$ cat src/verilog/cfr_pkg.sv
/*
  cfr_pkg: constants and types shared by the cache fill / replace /
  write-allocate controller. Assumes a 32-bit byte address and a
  Wishbone register slave with 32-bit data.
*/
package cfr_pkg;
  // register byte offsets
  localparam logic [3:0] REG_CTRL    = 4'h0;
  localparam logic [3:0] REG_PURGE   = 4'h4;
  localparam logic [3:0] REG_STATUS  = 4'h8;
  localparam logic [3:0] REG_COUNT   = 4'hC;
  // control field positions
  localparam int CTRL_CD   = 0;
  localparam int CTRL_NW   = 1;
  localparam int CTRL_L2D  = 2;
  localparam int CTRL_WBI  = 8;
  localparam int CTRL_INV  = 9;
  localparam int PURGE_WB  = 0;
  localparam int PAGE_LSB  = 12;
  // reset values
  localparam logic CD_RST  = 1'b0;
  localparam logic NW_RST  = 1'b0;
  localparam logic L2D_RST = 1'b0;
  // burst length of a 32-byte line fill
  localparam logic [2:0] BURST_BEATS = 3'h4;

  typedef enum logic [3:0] {
    ST_IDLE  = 4'h0,
    ST_WB    = 4'h1,
    ST_INV   = 4'h2,
    ST_FACK  = 4'h3,
    ST_LOOK  = 4'h4,
    ST_VICT  = 4'h5,
    ST_FILL  = 4'h6,
    ST_SWR   = 4'h7,
    ST_DONE  = 4'h8
  } cfr_state_t;

  typedef enum logic [1:0] {
    FL_ALL   = 2'h0,
    FL_PAGE  = 2'h1,
    FL_NONE  = 2'h2
  } cfr_flush_t;
endpackage

$ cat src/verilog/cfr_ctrl.sv
/*
  cfr_ctrl: control logic for a two-level cache: disabling, flushing,
  cacheability decisions, burst line fills, sector fills, victim
  writeback, replacement choice and write allocate.
  Assumes: tag lookups are answered combinationally on the l1_ and l2_
  lookup inputs;
  the array datapath follows the one-cycle command pulses; the bus
  partner answers with burst_ready_n and cacheable_ack_n.
*/
// Behaviour
// - flush input: write back modified lines, invalidate all, then acknowledge
// - writeback-invalidate writes modified lines first; invalidate-only skips
// - page purge register write invalidates one 4-Kbyte page, optional writeback
// - second level disable keeps L2 untouched for every purpose
// - second level disable bit resets to zero
// - no control exists to disable L1 alone
// - accesses are cacheable unless marked uncacheable; write-combining is uncacheable
// - locked never cached; table walks skip L1 but may enter L2
// - cacheable read: intent output, four ready strobes; else single transfer
// - L1 miss fills from L2 hit, else bus; bus lines go to both
// - tag-miss fill invalidates the sector's unrequested line
// - tag-hit fill leaves the other sector line in its state
// - modified victim goes to L2 on hit as modified, else bus only
// - other modified sector line written back alike; L2 copy marked modified on hit
// - L1 instruction and L2 victims chosen least-recently-used on read misses
// - L1 data victims chosen least-recently-allocated
// - write allocate fetches from L2 or bus burst, merges, stores in L1
// - memory line goes to L2 unmerged; exclusive if L1 modified, else shared
// - cacheable ack negated on allocate fetch at first ready, not at next address: single bus write instead
// - write allocate taken when any enabling mechanism reports cacheable
// - cache_disable_bit set with not_writethrough clear stops fills, keeps contents
`timescale 1ns/1ps
module cfr_ctrl #(
  parameter int WAYS = 2
) (
  input  wire logic        clk_i,
  input  wire logic        rst_i,
  // wishbone slave
  input  wire logic        wb_cyc_i,
  input  wire logic        wb_stb_i,
  input  wire logic        wb_we_i,
  input  wire logic [3:0]  wb_adr_i,
  input  wire logic [3:0]  wb_sel_i,
  input  wire logic [31:0] wb_dat_i,
  output logic [31:0]      wb_dat_o,
  output logic             wb_ack_o,
  // flush request pin, active low
  input  wire logic        flush_n_i,
  // core access request
  input  wire logic        req_i,
  input  wire logic        req_we_i,
  input  wire logic        req_instr_i,
  input  wire logic        req_locked_i,
  input  wire logic        req_walk_i,
  input  wire logic        req_uncache_i,
  input  wire logic        req_wa_ok_i,
  input  wire logic [31:0] req_adr_i,
  // lookup results
  input  wire logic        l1_tag_hit_i,
  input  wire logic        l1_line_valid_i,
  input  wire logic        l1_victim_mod_i,
  input  wire logic        l1_other_mod_i,
  input  wire logic        l2_hit_i,
  input  wire logic        wb_policy_i,
  input  wire logic        dirty_left_i,
  input  wire logic        lines_left_i,
  // system bus
  input  wire logic        burst_ready_n_i,
  input  wire logic        next_address_n_i,
  input  wire logic        cacheable_ack_n_i,
  output logic             bus_start_o,
  output logic             bus_we_o,
  output logic             line_fill_intent_o,
  output logic             flush_ack_cycle_o,
  output logic [31:0]      bus_adr_o,
  // array commands, one-cycle pulses; page_mode_o, use_lru_o and victim_way_o are held levels
  output logic             l1_fill_o,
  output logic             l1_inv_other_o,
  output logic             l1_merge_o,
  output logic             l2_fill_o,
  output logic             l2_shared_o,
  output logic             l2_mark_mod_o,
  output logic             step_wb_o,
  output logic             step_inv_o,
  output logic             page_mode_o,
  output logic             use_lru_o,
  output logic [WAYS-1:0]  victim_way_o,
  output logic             req_done_o
);
  initial begin
    if (WAYS < 2 || WAYS > 8) $error("cfr_ctrl: WAYS must be 2..8");
  end

  typedef struct packed {
    cfr_pkg::cfr_state_t st;
    cfr_pkg::cfr_flush_t fmode;
    logic                cd;
    logic                nw;
    logic                l2d;
    logic                purge_wb;
    logic                fl_wb;
    logic                fl_pin;
    logic [19:0]         page;
    logic                busy;
    logic                ack;
    logic [31:0]         rdat;
    logic [2:0]          beats;
    logic                ken_seen;
    logic                ken_ok;
    logic                walk;
    logic                we;
    logic [WAYS-1:0]     lra;
    logic [WAYS-1:0]     lru;
    logic [15:0]         fills;
    logic                bus_start;
    logic                bus_we;
    logic                intent;
    logic                fack;
    logic [31:0]         adr;
    logic                l1_fill;
    logic                l1_inv_other;
    logic                l1_merge;
    logic                l2_fill;
    logic                l2_shared;
    logic                l2_mark_mod;
    logic                step_wb;
    logic                step_inv;
    logic                done;
    logic                vic_wb;
    logic                pmode;
    logic                use_lru;
    logic [WAYS-1:0]     victim;
  } cfr_reg_t;

  cfr_reg_t r;
  cfr_reg_t next_r;

  // one-hot rotate used for both replacement pointers
  function automatic logic [WAYS-1:0] rot(input logic [WAYS-1:0] v);
    rot = {v[WAYS-2:0], v[WAYS-1]};
  endfunction

  logic sel_ctrl;
  logic sel_purge;
  logic wb_hit;
  logic ready;
  logic l2_use;
  logic cacheable;

  assign wb_hit    = wb_cyc_i && wb_stb_i && !r.ack;
  assign sel_ctrl  = wb_hit && wb_we_i && wb_adr_i == cfr_pkg::REG_CTRL
                     && wb_sel_i[0];
  assign sel_purge = wb_hit && wb_we_i && wb_adr_i == cfr_pkg::REG_PURGE;
  assign ready     = !burst_ready_n_i;
  assign l2_use    = !r.l2d && l2_hit_i;
  // uncacheable marks by software, locked, cache disable bit
  assign cacheable = !req_uncache_i && !req_locked_i && !r.cd;

  // whole next-state computation in one place
  always_comb begin
    next_r = r;
    next_r.bus_start    = 1'b0;
    next_r.l1_fill      = 1'b0;
    next_r.l1_inv_other = 1'b0;
    next_r.l1_merge     = 1'b0;
    next_r.l2_fill      = 1'b0;
    next_r.l2_shared    = 1'b0;
    next_r.l2_mark_mod  = 1'b0;
    next_r.step_wb      = 1'b0;
    next_r.step_inv     = 1'b0;
    next_r.fack         = 1'b0;
    next_r.done         = 1'b0;
    next_r.ack          = wb_hit;

    // register reads, unmapped offsets read zero
    next_r.rdat = 32'h0000_0000;
    unique case (wb_adr_i)
      cfr_pkg::REG_CTRL:   next_r.rdat = {29'h0, r.l2d, r.nw, r.cd};
      cfr_pkg::REG_PURGE:  next_r.rdat = {r.page, 11'h0, r.purge_wb};
      cfr_pkg::REG_STATUS: next_r.rdat = {27'h0, r.busy, r.st};
      cfr_pkg::REG_COUNT:  next_r.rdat = {16'h0, r.fills};
      default:             next_r.rdat = 32'h0000_0000;
    endcase

    // control writes; there is deliberately no L1-only disable
    if (sel_ctrl) begin
      next_r.cd  = wb_dat_i[cfr_pkg::CTRL_CD];
      next_r.nw  = wb_dat_i[cfr_pkg::CTRL_NW];
      next_r.l2d = wb_dat_i[cfr_pkg::CTRL_L2D];
    end

    unique case (r.st)
      cfr_pkg::ST_IDLE: begin
        if (!flush_n_i) begin
          next_r.st     = cfr_pkg::ST_WB;
          next_r.fmode  = cfr_pkg::FL_ALL;
          next_r.fl_wb  = 1'b1;
          next_r.fl_pin = 1'b1;
          next_r.busy   = 1'b1;
        end else if (sel_ctrl && wb_sel_i[1] &&
                     (wb_dat_i[cfr_pkg::CTRL_WBI] ||
                      wb_dat_i[cfr_pkg::CTRL_INV])) begin
          next_r.fl_wb  = wb_dat_i[cfr_pkg::CTRL_WBI];
          next_r.fl_pin = 1'b0;
          next_r.fmode  = cfr_pkg::FL_ALL;
          next_r.st     = wb_dat_i[cfr_pkg::CTRL_WBI] ?
                          cfr_pkg::ST_WB : cfr_pkg::ST_INV;
          next_r.busy   = 1'b1;
        end else if (sel_purge) begin
          next_r.page     = wb_dat_i[31:cfr_pkg::PAGE_LSB];
          next_r.purge_wb = wb_dat_i[cfr_pkg::PURGE_WB];
          next_r.fl_wb    = wb_dat_i[cfr_pkg::PURGE_WB];
          next_r.fl_pin   = 1'b0;
          next_r.fmode    = cfr_pkg::FL_PAGE;
          next_r.st       = wb_dat_i[cfr_pkg::PURGE_WB] ?
                            cfr_pkg::ST_WB : cfr_pkg::ST_INV;
          next_r.busy     = 1'b1;
        end else if (req_i) begin
          next_r.adr  = req_adr_i;
          next_r.we   = req_we_i;
          next_r.walk = req_walk_i;
          next_r.st   = cfr_pkg::ST_LOOK;
          next_r.busy = 1'b1;
        end
      end
      // walk of modified lines, one writeback step per cycle
      cfr_pkg::ST_WB: begin
        if (dirty_left_i) begin
          next_r.step_wb = 1'b1;
        end else begin
          next_r.st = cfr_pkg::ST_INV;
        end
      end
      cfr_pkg::ST_INV: begin
        if (lines_left_i) begin
          next_r.step_inv = 1'b1;
        end else begin
          next_r.st = r.fl_pin ? cfr_pkg::ST_FACK : cfr_pkg::ST_DONE;
        end
      end
      cfr_pkg::ST_FACK: begin
        next_r.fack = 1'b1;
        next_r.st   = cfr_pkg::ST_DONE;
      end
      cfr_pkg::ST_LOOK: begin
        if (l1_tag_hit_i && l1_line_valid_i) begin
          next_r.st = cfr_pkg::ST_DONE;
        end else if (!cacheable || (r.we && !req_wa_ok_i)) begin
          // single transfer; write allocate needs a mechanism
          next_r.bus_start = 1'b1;
          next_r.bus_we    = r.we;
          next_r.intent    = 1'b0;
          next_r.beats     = 3'h0;
          next_r.st        = cfr_pkg::ST_SWR;
        end else begin
          next_r.st = cfr_pkg::ST_VICT;
        end
      end
      // displaced modified lines, one a cycle: victim, then the other
      // line of the sector; to L2 on hit, else bus
      cfr_pkg::ST_VICT: begin
        if ((l1_victim_mod_i && !r.vic_wb) || l1_other_mod_i) begin
          if (l2_use) begin
            next_r.l2_mark_mod = 1'b1;
          end else begin
            next_r.step_wb = 1'b1;
          end
        end
        if (l1_victim_mod_i && l1_other_mod_i && !r.vic_wb) begin
          next_r.vic_wb = 1'b1; // other line goes next cycle
        end else if (l2_use && !r.walk) begin
          next_r.vic_wb       = 1'b0;
          next_r.l1_fill      = 1'b1;
          next_r.l1_merge     = r.we;
          next_r.l1_inv_other = !l1_tag_hit_i;
          next_r.st           = cfr_pkg::ST_DONE;
        end else begin
          next_r.vic_wb    = 1'b0;
          next_r.bus_start = 1'b1;
          next_r.bus_we    = 1'b0;
          next_r.intent    = 1'b1;
          next_r.beats     = 3'h0;
          next_r.ken_seen  = 1'b0;
          next_r.ken_ok    = 1'b0;
          next_r.st        = cfr_pkg::ST_FILL;
        end
      end
      cfr_pkg::ST_FILL: begin
        if (!r.ken_seen && (ready || !next_address_n_i)) begin
          next_r.ken_seen = 1'b1;
          next_r.ken_ok   = !cacheable_ack_n_i;
        end
        if (ready) begin
          next_r.beats = r.beats + 3'h1;
          if (!r.ken_seen && cacheable_ack_n_i) begin
            // partner refused: a read ends here, a write goes single
            next_r.intent = 1'b0;
            if (r.we) begin
              next_r.bus_start = 1'b1;
              next_r.bus_we    = 1'b1;
              next_r.beats     = 3'h0;
              next_r.st        = cfr_pkg::ST_SWR;
            end else begin
              next_r.st = cfr_pkg::ST_DONE;
            end
          end else if (r.beats + 3'h1 == cfr_pkg::BURST_BEATS) begin
            next_r.intent       = 1'b0;
            next_r.l1_fill      = !r.walk;
            next_r.l1_merge     = r.we && !r.walk;
            next_r.l1_inv_other = !l1_tag_hit_i;
            next_r.l2_fill      = !r.l2d;
            next_r.l2_shared    = !r.l2d && r.we && !wb_policy_i;
            next_r.fills        = r.fills + 16'h1;
            next_r.st           = cfr_pkg::ST_DONE;
          end
        end
      end
      cfr_pkg::ST_SWR: begin
        if (ready) begin
          next_r.st = cfr_pkg::ST_DONE;
        end
      end
      cfr_pkg::ST_DONE: begin
        // replacement pointers advance on allocation
        if (r.l1_fill) begin
          if (r.we || !req_instr_i) begin
            next_r.lra = rot(r.lra);
          end else begin
            next_r.lru = rot(r.lru);
          end
        end
        next_r.done = r.fmode == cfr_pkg::FL_NONE;
        next_r.fmode = cfr_pkg::FL_NONE;
        next_r.busy = 1'b0;
        next_r.st   = cfr_pkg::ST_IDLE;
      end
      default: next_r.st = cfr_pkg::ST_IDLE;
    endcase

    // registered views so these outputs come from flops
    next_r.pmode   = next_r.fmode == cfr_pkg::FL_PAGE;
    next_r.use_lru = !next_r.we && req_instr_i;
    next_r.victim  = next_r.use_lru ? next_r.lru : next_r.lra;
  end

  // single state register; synchronous reset
  always_ff @(posedge clk_i) begin
    if (rst_i) begin
      r       <= '0;
      r.cd    <= cfr_pkg::CD_RST;
      r.nw    <= cfr_pkg::NW_RST;
      r.l2d   <= cfr_pkg::L2D_RST;
      r.fmode <= cfr_pkg::FL_NONE;
      r.st    <= cfr_pkg::ST_IDLE;
      r.lra   <= {{(WAYS-1){1'b0}}, 1'b1};
      r.lru   <= {{(WAYS-1){1'b0}}, 1'b1};
      r.victim <= {{(WAYS-1){1'b0}}, 1'b1};
    end else begin
      r <= next_r;
    end
  end

  // all outputs straight from the state register
  assign wb_dat_o           = r.rdat;
  assign wb_ack_o           = r.ack;
  assign bus_start_o        = r.bus_start;
  assign bus_we_o           = r.bus_we;
  assign line_fill_intent_o = r.intent;
  assign flush_ack_cycle_o  = r.fack;
  assign bus_adr_o          = r.adr;
  assign l1_fill_o          = r.l1_fill;
  assign l1_inv_other_o     = r.l1_inv_other;
  assign l1_merge_o         = r.l1_merge;
  assign l2_fill_o          = r.l2_fill;
  assign l2_shared_o        = r.l2_shared;
  assign l2_mark_mod_o      = r.l2_mark_mod;
  assign step_wb_o          = r.step_wb;
  assign step_inv_o         = r.step_inv;
  assign page_mode_o        = r.pmode;
  assign use_lru_o          = r.use_lru;
  assign victim_way_o       = r.victim;
  assign req_done_o         = r.done;
endmodule // cfr_ctrl

$ cat config.mk
export PLATFORM = sky130hd
export DESIGN_NAME = cfr_ctrl
export DESIGN_NICKNAME = d
export VERILOG_FILES = /design/src/verilog/cfr_pkg.sv /design/src/verilog/cfr_ctrl.sv
export SDC_FILE = /design/constraint.sdc
export NUM_CORES = 1
export LEC_CHECK = 0
export BUFFER_PORTS_ARGS = -buffer_cell sky130_fd_sc_hd__buf_2
export CORE_AREA = 8 8 92 156
export CTS_CLUSTER_DIAMETER = 200
export DETAILED_ROUTE_END_ITERATION = 10
export DIE_AREA = 0 0 100 164
export HOLD_SLACK_MARGIN = 0.08
export PLACE_DENSITY = 0.79
export SLEW_MARGIN = 20
export SYNTH_ARGS = -nofsm -noshare
export SYNTH_HDL_FRONTEND = slang
export SYNTH_SLANG_ARGS = --single-unit
$ cat constraint.sdc
create_clock -name clk_i -period 2.85 [get_ports clk_i]
set_clock_uncertainty 0.1 [all_clocks]
set_input_delay 0.1425 -clock clk_i [delete_from_list [all_inputs] [get_ports clk_i]]
set_output_delay 0.1425 -clock clk_i [all_outputs]
set_load 0.03 [all_outputs]
[Word level (Yosys, flattened, before mapping)]
Index checks and enable logic that the tools add are counted.
Word-level totals
  bits in read-only memories: 0
  input bits: 96
  memory bits (writable): 0
  memories kept: 0
  register bits: 141
  output and inout bits: 82
  logic and storage cells: 214
  latch bits: 0
Operators by class
  equality and inequality tests: 28
  shift-type cells: 0
  order comparisons: 0
  add/subtract/negate cells: 2
  divide/modulo/power cells: 0
  reduce and logical (&&, ||, !) cells: 64
  multiply operators: 0
  bitwise gates (word level): 10
  multiplexer cells: 74
Operators with widths (number)
  $pmux W32 S4: 1
  $mux W4: 15
  $mux W3: 12
  $pmux W4 S8: 1
  $mux W5: 5
  $logic_and A1 B1 Y1: 23
  $ne A2 B2 Y1 const B: 11
  $mux W21: 1
  $eq A4 B3 Y1 const B: 5
  $mux W1: 20
  $mux W2: 10
  $pmux W3 S3: 2
  $logic_not A1 Y1: 17
  $add A16 B1 Y16 const B: 1
  $reduce_and A7 Y1: 2
  $eq A4 B4 Y1 const B: 3
  $mux W6: 2
  $reduce_and A4 Y1: 3
  $not A1 Y1: 10
  $eq A4 B2 Y1 const B: 2
  $logic_not A4 Y1: 2
  $pmux W2 S2: 2
  $reduce_and A8 Y1: 1
  $pmux W3 S2: 1
  other kinds (18): 26

[Logic depth before layout (Yosys ltp)]
Gate-level depths: netlist of the first run.
  depth after elaboration: 13
  gate-level depth with buffers: 8
  depth with buffers taken out: 6

[Worst setup path after synthesis of the first run]
No wires, ideal clock.
  kind: reg2reg
  from: reg r[74] in the netlist's numbering
  to: reg r[139] in the netlist's numbering
  arrival: 1.831 ns
  setup slack: 0.803 ns
  setup time: 0.116 ns
  path buffers: 0
  cell stages (with the launch flop): 7
  clock period less this slack: 2.047 ns
  data required time: 2.634 ns
  cells stage by stage: dfxtp_1 > ha_1 > xor2_1 > a211oi_1 > nor4_1 > a21oi_1 > a31o_2
Between the ends
  longest elaborated chain between the ends: 4
Ends and longest elaborated chain
  from (decl): line cfr_ctrl.sv:135  | cfr_reg_t r;
  from (signal assigned): line cfr_ctrl.sv:359  | r <= next_r;
  $add A3 B1 Y3: line cfr_ctrl.sv:306  | end else if (r.beats + 3'h1 == cfr_pkg::BURST_BEATS) begin
  $eq A3 B3 Y1: line cfr_ctrl.sv:306
  $ne A3 B3 Y1 (no source line)
  $reduce_and A7 Y1 (no source line)
Every way passes these cells.
A chain may end at the register's enable or synchronous reset.

[Worst setup path in the final report of the first run]
  from: in wb_adr_i[2]
  to: reg r[128] in the netlist's numbering
Between the ends
  longest elaborated chain between the ends: 7
  elaborated cells on any way between the ends: 9
  classes of those cells: eq/ne (1); bitwise (1); reduce/logical (7)
Ends and longest elaborated chain
  from (decl): line cfr_ctrl.sv:42  | input wire logic [3:0] wb_adr_i,
  $logic_not A4 Y1: line cfr_ctrl.sv:151  | assign sel_ctrl = wb_hit && wb_we_i && wb_adr_i == cfr_pkg::REG_CTRL
  $logic_and A1 B1 Y1: line cfr_ctrl.sv:151
  $logic_and A1 B1 Y1: line cfr_ctrl.sv:152  | && wb_sel_i[0];
  $logic_and A1 B1 Y1 (2 in series): line cfr_ctrl.sv:200  | end else if (sel_ctrl && wb_sel_i[1] &&
  $not A1 Y1 (no source line)
  $reduce_and A4 Y1 (no source line) *
Mark *: on every way between the ends. The rest lies on a longest branch, timed or not.

==> impl_metrics.tcl, run 1 <==
set metrics [dict create \
    criticalPathCategory "input pin to flip-flop" \
    yosysWarnings 0 \
    drc 0 \
    initialDrtViolationCount 264 \
    core_area_mm2 0.0123 \
    synthFlopType "dfxtp_1" \
    grt_max_degree 39 \
    synth_area_leaders "dfxtp_1, buf_4, nand2_1, a21oi_1, nor2_1" \
    max_cap_violations 0 \
    rows 54 \
    yosys.area.top_type "dfxtp_1" \
    cp_cell_sequence "dlygate4sd3_1 > buf_2 > or4b_2 > nor2_1 > buf_4 > nand2_1 > a21oi_1 > dlygate4sd3_1" \
    synth_compound_area_frac 0.123 \
    cp_num_buf_inv 4 \
    cts_buffers 17 \
    finalNonFillerCells 1087 \
    clk_pin_slew_ps 60 \
    cp.required_ps 3100 \
    cp_slowest_cell "or4b_2" \
    antenna_found_initial 1 \
    layout_commonest_cell "buf_2" \
    wl_met2_mm 9.75 \
    start_kind "input pin" \
    synth-async-reset-ratio 0 \
    postSynthCellCount 710 \
    cp_top_family "buffers and inverters" \
    initial_core_util 0.506 \
    clk_path_buf_depth 2 \
    synth-simple-area-share 0.250 \
    hp-class "input pin to flip-flop" \
    synth_fa_ha_area_frac 0.00603 \
    synth_area_mm2 0.00622 \
    ant_nets 0 \
    synth_edf_count 0 \
    cts_sinks 141 \
    die_area_mm2 0.0164 \
    dp_hpwl_mm 11.7 \
    max_stage_delay_ps 700 \
    fmax_mhz 362 \
    grtUsageTotal 0.223 \
    syn_to_final_growth_pct 33.6 \
    wl_per_cell_um 16.9 \
    ys_seq_area_frac 0.453 \
    end_kind "flip-flop" \
    num_vias 5748 \
    maxSlewViolCount 0 \
    root_buffer "clkbuf_16" \
    port_buffers 168 \
    setup_viol 0 \
    wirelength_mm 18.3 \
    fin_crit_sh 0.968 \
    power.leakage_nw 3.59 \
    fp.dieW_um 100 \
    cts_tree "built" \
    final_cell_mix "buf_2, dfxtp_1, nand2_1, dlygate4sd3_1, a21oi_1" \
    dp_cells 957 \
    design_area_mm2 0.00832 \
    power.total_mw 5.68 \
    vias_per_cell 5.29 \
    chipHeight_um 164 \
    slew_headroom 0.465 \
    ios 178 \
    grt_pass1_wl_mm 28.9 \
    synth_top_family_by_area "simple AND/OR/NAND/NOR gates" \
    powerDensity_mw_per_mm2 683 \
    clk_latency_ps 410 \
    cp.arrival_ps 3010 \
    h-tree-depth 4 \
    final-hold-violation-count 0 \
    dr.pass1.iters 5 \
    syn_area_per_cell_um2 8.77 \
    crit_path_frequent_cell "dlygate4sd3_1" \
    syn_nets 809 \
    final_nets 1005 \
    status "complete, no violations" \
    ys_ff_latch 141 \
    synth-xor-area-share 0.0155 \
    topRoutingLayerUsed "met4" \
    drive_gt1_frac 0.281 \
    crit_path_max_fanout 21 \
    fin_crit_ps 2760 \
    globalplace.congestion 0.907 \
    worst_pin_slew_ps 794 \
    placed_cell_area_mm2 0.00673 \
    whs_ps 94.4 \
    synth.mux.area_fraction 0.0366 \
    ys_types 72 \
    yosysTopAreaCellShare 0.453 \
    grt_pass1_vias 6001 \
    grt.overflow.total 0 \
    route.met3.wl_mm 1.21 \
    vdd_drop_max_mv 0.558 \
    wl_met1_mm 6.46 \
]
[cells by family after synthesis]
family                   after synthesis
AND/OR/NAND/NOR                      302
flip-flops                           141
AO/OA/AOI/OAI                        118
buffers and inverters                114
multiplexers                          21
XOR/XNOR                              11
adder cells (fa/ha/maj)                3
[layout make-up]
cell class / count / area [µm²]
Clock inverter: 11 / 144
Multi-Input combinational cell: 455 / 2700
Fill cell: 956 / 3980
Tap cell: 168 / 210
Inverter: 8 / 30.0
Clock buffer: 20 / 447
Antenna cell: 1 / 2.50
Sequential cell: 141 / 2820
Timing Repair Buffer: 283 / 1960
[repair_timing]
| item | in CTS | in global routing |
|---|---|---|
| setup endpoints to repair | 0 | 16 |
| setup buffers | 0 | 2 |
| gates resized for setup | 0 | 2 |
| hold buffers | 96 | 0 |
| endpoints found under the hold margin | 78 | 0 |
[per-layer routing]
layer,vias up,GRT usage
li1,2752,-
met1,2705,0.208
met2,224,0.408
met3,67,0.0683
met4,0,0.143
met5,-,0
[report_power, final]
group	internal, mW	switching [mW]
sequential	2.09	0.137
clock	1.39	0.826
combinational	0.534	0.706
[synth_stat cells (3+ instances only)]
| cell type | instances |
|---|---|
| nor2b_1 | 6 |
| clkbuf_1 | 21 |
| ha_1 | 3 |
| and3b_1 | 3 |
| a31o_2 | 3 |
| nand4_1 | 5 |
| o21ai_0 | 11 |
| buf_4 | 66 |
| dfxtp_1 | 141 |
| nor2_1 | 46 |
| inv_1 | 8 |
| mux2i_1 | 16 |
| nand2_2 | 11 |
| nand3_1 | 11 |
| nand2b_1 | 11 |
| nor3_1 | 15 |
| nand2_1 | 120 |
| mux2_1 | 3 |
| a21oi_2 | 11 |
| a211oi_1 | 3 |
| nand4b_1 | 5 |
| buf_1 | 3 |
| buf_2 | 12 |
| a21oi_1 | 64 |
| and2_1 | 13 |
| buf_6 | 4 |
| xnor2_1 | 10 |
| and3_1 | 19 |
| nor4_1 | 10 |
| nor4b_1 | 5 |
[worst paths after layout]
check,startpoint,end,slack [ps],depth (start not counted)
max,wb_adr_i[2],r[128]$_SDFFE_PP0P_,90,8
min,rst_i,r[114]$_SDFFE_PP0P_,90,2
max reg2reg,r[142]$_SDFFE_PP0P_,r[118]$_SDFFE_PP0P_,110,6
min reg2reg,bus_adr_o[0]$_SDFFE_PP0P_,bus_adr_o[0]$_SDFFE_PP0P_,360,2
[metrics by stage]
step | util | setup TNS [ps] | setup WS [ps]
final | 0.676 | 0 | 91.1
after CTS | 0.674 | 0 | 0.0384
after global routing | 0.676 | -4.87 | -4.06
after detailed placement | 0.548 | 0 | 553
after global placement | 0.548 | 0 | 572
after floorplan | - | 0 | 803
[sequential cells by signal, summed over array words and instances, names as in the netlist, 2 cells and up]
| register | count |
|---|---|
| victim_way_o | 2 |
| wb_dat_o | 32 |
| r | 59 |
| bus_adr_o | 32 |
Note: power is estimated with default switching activity, not from simulation.
==> run 2: changes to the inputs <==
--- a/config.mk
+++ b/config.mk
@@ -5,13 +5,14 @@
 export SDC_FILE = /design/constraint.sdc
 export NUM_CORES = 1
 export LEC_CHECK = 0
+export ABC_AREA = 1
 export BUFFER_PORTS_ARGS = -buffer_cell sky130_fd_sc_hd__buf_2
-export CORE_AREA = 8 8 92 156
+export CORE_AREA = 8 8 92 155
 export CTS_CLUSTER_DIAMETER = 200
 export DETAILED_ROUTE_END_ITERATION = 10
-export DIE_AREA = 0 0 100 164
+export DIE_AREA = 0 0 100 163
 export HOLD_SLACK_MARGIN = 0.08
-export PLACE_DENSITY = 0.79
+export PLACE_DENSITY = 0.78
 export SLEW_MARGIN = 20
 export SYNTH_ARGS = -nofsm -noshare
 export SYNTH_HDL_FRONTEND = slang
==> run 2 against run 1 <==
  * Clock power shrank 6%
  * Power rose by 2.4%
  * Highest routed layer unchanged
  * Final cell count is 6.3% higher
  * Clock-buffer cell count shrank 2
  * Die area fell by 0.61%
==> impl_metrics.tcl, run 2 <==
set metrics [dict create \
    ys_seq_area_frac 0.461 \
    ios 178 \
    cts_tree "built" \
    dp_worst_setup_slack_ps 763 \
    dr.pass1.iters 8 \
    ys_types 38 \
    synth_area_leaders "dfxtp_1, buf_4, a21oi_1, inv_1, nand2_1" \
    finalNonFillerCells 1156 \
    yosysWarnings 0 \
    fp.dieW_um 100 \
    r2r_cells 8 \
    final_nets 1076 \
    clk_pin_slew_ps 70 \
    core_area_mm2 0.0121 \
    die_area_mm2 0.0163 \
    synth_most_common_cell "dfxtp_1" \
    num_vias 5787 \
    port_buffers 168 \
    dp_hpwl_mm 11.6 \
    rows 53 \
    design_area_mm2 0.00798 \
    cts_sinks 141 \
    setup_ws_ps 477 \
    grt_pass1_wl_mm 27.6 \
    max_cap_violations 0 \
    dp_cells 1040 \
    globalplace.congestion 0.886 \
    synth-async-reset-ratio 0 \
    yosys.area.top_type "dfxtp_1" \
    grt_max_degree 68 \
    syn_nets 896 \
    worst_pin_slew_ps 667 \
    initial_core_util 0.507 \
    fin_crit_ps 2370 \
    synth_edf_count 0 \
    whs_ps 93.6 \
    drc 0 \
    hp-class "input pin to flip-flop" \
    status "complete, no violations" \
    start_kind "flip-flop" \
    grt_pass1_vias 5799 \
    drive_gt1_frac 0.236 \
    cp.required_ps 3120 \
    synthFlopType "dfxtp_1" \
    grt.overflow.total 0 \
    synth_area_mm2 0.00612 \
    powerDensity_mw_per_mm2 729 \
    antenna_found_initial 0 \
    final_cell_mix "buf_2, dfxtp_1, inv_1, nand2_1, a21oi_1" \
    ys_ff_latch 141 \
    end_kind "flip-flop" \
    vdd_drop_max_mv 0.473 \
    maxSlewViolCount 0 \
    placed_cell_area_mm2 0.00659 \
    grtUsageTotal 0.214 \
    root_buffer "clkbuf_16" \
    slew_headroom 0.556 \
    crit_path_max_fanout 8 \
    cts_buffers 17 \
    h-tree-depth 4 \
    syn_area_per_cell_um2 7.68 \
    criticalPathCategory "flip-flop to flip-flop" \
    min_path_cells 4 \
    synth_common_cells "dfxtp_1, inv_1, nand2_1" \
    clk_path_buf_depth 2 \
    wl_per_cell_um 15.0 \
    ant_nets 0 \
    initialDrtViolationCount 212 \
    syn_to_final_growth_pct 30.4 \
    fin_crit_sh 0.833 \
    tns_ps 0 \
    rsz0062_at_grt "no" \
    chipHeight_um 163 \
    layout_commonest_cell "buf_2" \
    fmax_mhz 421 \
    final-hold-violation-count 0 \
    power.leakage_nw 3.57 \
    vias_per_cell 5.01 \
    largest_register "r" \
    yosysTopAreaCellShare 0.461 \
    wirelength_mm 17.4 \
    cp.arrival_ps 2640 \
    setup_viol 0 \
    postSynthCellCount 797 \
    largest_reg_flops 59 \
    cts_setup_buffers 0 \
    clk_latency_ps 420 \
]
## run 2: metrics by stage
| stage | power [mW] | utilization |
|---|---|---|
| 6_report | 5.82 | 0.661 |
| 3_3_place_gp | 3.61 | 0.546 |
| 2_1_floorplan | 3.44 | - |
| 3_5_place_dp | 3.64 | 0.546 |
| 5_1_grt | 6.09 | 0.661 |
| 4_1_cts | 5.83 | 0.661 |
## run 2: power breakdown
group | total (mW) | internal [mW] | switching [mW]
sequential | 2.32 | 2.17 | 0.146
clock | 2.09 | 1.17 | 0.919
combinational | 1.41 | 0.484 | 0.925
## run 2: cell families after synthesis
group                      synth area share
and+or+nand+nor                       0.200
buffers and inverters                 0.180
AOI/OAI and AO/OA                     0.147
DFF                                   0.461
xor gates and xnor gates            0.00572
adders and majority gates           0.00613
## run 2: what timing repair did
action                    in CTS  in global routing
hold buffers                  83                  0
hold endpoints to repair      71                  0
gates resized for setup        0                  0
## run 2: final timing paths
path	start	end	slack, ps
setup / recovery	r[139]$_SDFFE_PP0P_	victim_way_o[0]$_SDFF_PP1_	480
setup reg to reg	r[139]$_SDFFE_PP0P_	victim_way_o[0]$_SDFF_PP1_	480
hold / removal	l1_other_mod_i	line_fill_intent_o$_SDFFE_PP0P_	90
hold reg to reg	r[137]$_SDFF_PP0_	req_done_o$_SDFF_PP0_	320
## run 2: final cells by class
class | instances | area, µm²
sequential | 141 | 2820
antenna | 1 | 2.50
inverter | 119 | 447
tap | 165 | 206
multi-input combinational | 441 | 2200
timing repair buffer | 257 | 1740
fill | 1029 | 4090
clock buffer | 18 | 439
clock inverter | 14 | 124
## run 2: critical path: stages (launching register included)
cell           delay, ps
dfxtp_1              410
nor2_4               190
inv_1                 50
nor3_1               390
nand3b_1             220
o21ai_0              250
nand3_1               90
dlygate4sd3_1        560
nand2_1               60
## run 2: per-layer routing
metal	routed length, µm	track usage	vias to the layer above	part of all wire
li1	-	-	2858	-
met4	722	0.134	0	0.042
met3	1190	0.0522	59	0.068
met1	6430	0.209	2611	0.37
met2	9010	0.389	259	0.52
met5	0	0	-	0
==> run 3: changes to the inputs <==
--- a/config.mk
+++ b/config.mk
@@ -7,12 +7,12 @@
 export LEC_CHECK = 0
 export ABC_AREA = 1
 export BUFFER_PORTS_ARGS = -buffer_cell sky130_fd_sc_hd__buf_2
-export CORE_AREA = 8 8 92 155
+export CORE_AREA = 8 8 96 162
 export CTS_CLUSTER_DIAMETER = 200
 export DETAILED_ROUTE_END_ITERATION = 10
-export DIE_AREA = 0 0 100 163
+export DIE_AREA = 0 0 104 170
 export HOLD_SLACK_MARGIN = 0.08
-export PLACE_DENSITY = 0.78
+export PLACE_DENSITY = 0.75
 export SLEW_MARGIN = 20
 export SYNTH_ARGS = -nofsm -noshare
 export SYNTH_HDL_FRONTEND = slang
==> constraint.sdc (replaced) <==
create_clock -name clk_i -period 2.01 [get_ports clk_i]
set_clock_uncertainty 0.1 [all_clocks]
set_input_delay 0.1005 -clock clk_i [delete_from_list [all_inputs] [get_ports clk_i]]
set_output_delay 0.1005 -clock clk_i [all_outputs]
set_load 0.03 [all_outputs]
==> run 3 against run 2 <==
  * Core utilization fell by 4.9 points
  * First-iteration DRC count rose by 31%
  * Power rose by 43%
  * Via count fell by 1.1%
  * Global-route usage fell by 2.5 points
  * Flip-flop and latch count did not move
  * Clock power rose by 40%
  * Clock-buffer cell count fell by 1
  * Non-clock buffer count rose by 19
  * Worst hold slack improved by 9.3 ps
  * Register-to-register slack got worse by 360 ps
  * Worst setup slack got worse by 360 ps
  * Largest cell class unchanged
==> impl_metrics.tcl, run 3 (same netlist as run 2, synthesis figures left out) <==
set metrics [dict create \
    grt_max_degree 60 \
    start_kind "flip-flop" \
    fmax_mhz 529 \
    register_area_mm2 0.00282 \
    h-tree-depth 4 \
    clk_path_buf_depth 2 \
    rows 56 \
    min_path_cells 4 \
    rrSetupSlack_ps 120 \
    dp_worst_setup_slack_ps 88.8 \
    globalplace.congestion 0.944 \
    clk_pin_slew_ps 60 \
    maxSlewViolCount 0 \
    wirelength_mm 17.0 \
    antenna_found_initial 2 \
    design_area_mm2 0.00816 \
    chipHeight_um 170 \
    largest_register "r" \
    final_cell_mix "buf_2, dfxtp_1, inv_1, nand2_1, a21oi_1" \
    setup_viol 0 \
    die_area_mm2 0.0177 \
    p_sw_mw 2.85 \
    max_stage_delay_ps 330 \
    num_vias 5725 \
    ant_nets 0 \
    cp_cell_sequence "nor2_4 > nand2_1 > nor2_4 > buf_4 > nand3_2 > buf_4 > o21ai_0 > a21oi_1" \
    grt_pass1_wl_mm 27.2 \
    port_buffers 168 \
    grtUsageTotal 0.188 \
    status "complete, no violations" \
    p_int_mw 5.45 \
    clkPwrFrac 0.351 \
    ios 178 \
    placed_cell_area_mm2 0.00674 \
    criticalPathCategory "flip-flop to flip-flop" \
    fp.dieW_um 104 \
    wl_per_cell_um 14.3 \
    drc 0 \
    drive_gt1_frac 0.261 \
    cts_sinks 141 \
    end_kind "flip-flop" \
    cts_buffers 17 \
    initial_core_util 0.460 \
    combPwrFrac 0.259 \
    final-hold-violation-count 0 \
    vias_per_cell 4.83 \
    worst_pin_slew_ps 550 \
    r2r_cells 8 \
    root_buffer "clkbuf_16" \
    hp-start "l1_victim_mod_i" \
    timing.rr.end "r[115]$_SDFFE_PP0P_" \
    multiInputGateArea_mm2 0.00222 \
    hp-class "input pin to flip-flop" \
    fill_cells 1127 \
    layout_commonest_cell "buf_2" \
    switching_share 0.343 \
    pwr-share-seq 0.390 \
    powerDensity_mw_per_mm2 1020 \
    clk_latency_ps 410 \
    setup_ws_ps 120 \
    fin_crit_sh 0.940 \
    vdd_drop_max_mv 0.550 \
    dp_hpwl_mm 11.8 \
    syn_to_final_growth_pct 33.2 \
    max_cap_violations 0 \
    core_area_mm2 0.0133 \
    crit_path_max_fanout 30 \
    largest_reg_flops 59 \
    min_to "r[4]$_SDFFE_PP0P_" \
    initialDrtViolationCount 278 \
    dr.pass1.iters 5 \
    cp.arrival_ps 2080 \
    final_nets 1095 \
    fin_crit_ps 1890 \
    grt_pass1_vias 5679 \
    cts_tree "built" \
    cp_slowest_cell "dfxtp_1" \
    cp.required_ps 2200 \
    rsz0062_at_grt "yes" \
    timing.rr.start "r[139]$_SDFFE_PP0P_" \
    grt.overflow.total 0 \
    power.leakage_nw 3.67 \
    slew_headroom 0.631 \
]
run 3: worst max path at each step:
stage | from | endpoint | slack [ps]
after floorplan | wb_ack_o$_SDFF_PP0_ | victim_way_o[1]$_SDFF_PP0_ | 370
after CTS | wb_ack_o$_SDFF_PP0_ | r[110]$_SDFFE_PP0P_ | 80
final | r[139]$_SDFFE_PP0P_ | r[115]$_SDFFE_PP0P_ | 120
after global routing | r[74]$_SDFFE_PP0P_ | l2_shared_o$_SDFF_PP0_ | -60
after detailed placement | r[74]$_SDFFE_PP0P_ | r[54]$_SDFFE_PP0P_ | 90
after global placement | r[74]$_SDFFE_PP0P_ | r[60]$_SDFFE_PP0P_ | 140
run 3: final cells by class:
class	instances	share of cell area
antenna	2	0.000614
clock buffer	17	0.0522
clock inverter	15	0.0153
inverter	119	0.0548
multi-input combinational	441	0.272
sequential	141	0.346
tap	174	0.0267
timing repair buffer	276	0.232
run 3: repair_timing:
item                       4_1_cts  5_1_grt
setup endpoints to repair        0       43
hold buffers                    78        0
setup buffers                    0        8
resized for setup                0        5
hold endpoints to repair        78        0
run 3: power groups by stage:
stage          clock (mW)  sequential [mW]  combinational [mW]
6_report             2.92             3.24                2.15
4_1_cts              2.98             3.23                2.13
3_3_place_gp            0             3.29                1.96
2_1_floorplan           0             3.32                1.56
5_1_grt              3.10             3.27                2.36
3_5_place_dp            0             3.29                1.99
run 3: through the flow:
stage	TNS (ps)	util	cells	hold slack [ps]	total power [mW]
finish	0	0.613	1185	103	8.30
floorplan	0	-	797	72.9	4.88
global placement	0	0.506	1066	163	5.25
CTS	0	0.606	1176	86.8	8.35
detailed placement	0	0.506	1066	166	5.28
global route	-365	0.613	1185	123	8.73
run 3: per-layer routing:
layer  routed length (µm)  global-route usage
met1                 6850               0.200
met5                    0                   0
met4                  458              0.0868
met3                 1000              0.0515
met2                 8680               0.339
run 3: worst max-delay path, delay by kind of cell, from the launching register on:
family                 cells  cell delay, ps
AO/OA/AOI/OAI              2             360
buffers and inverters      2             400
flip-flops                 1             330
AND/OR/NAND/NOR            4             560
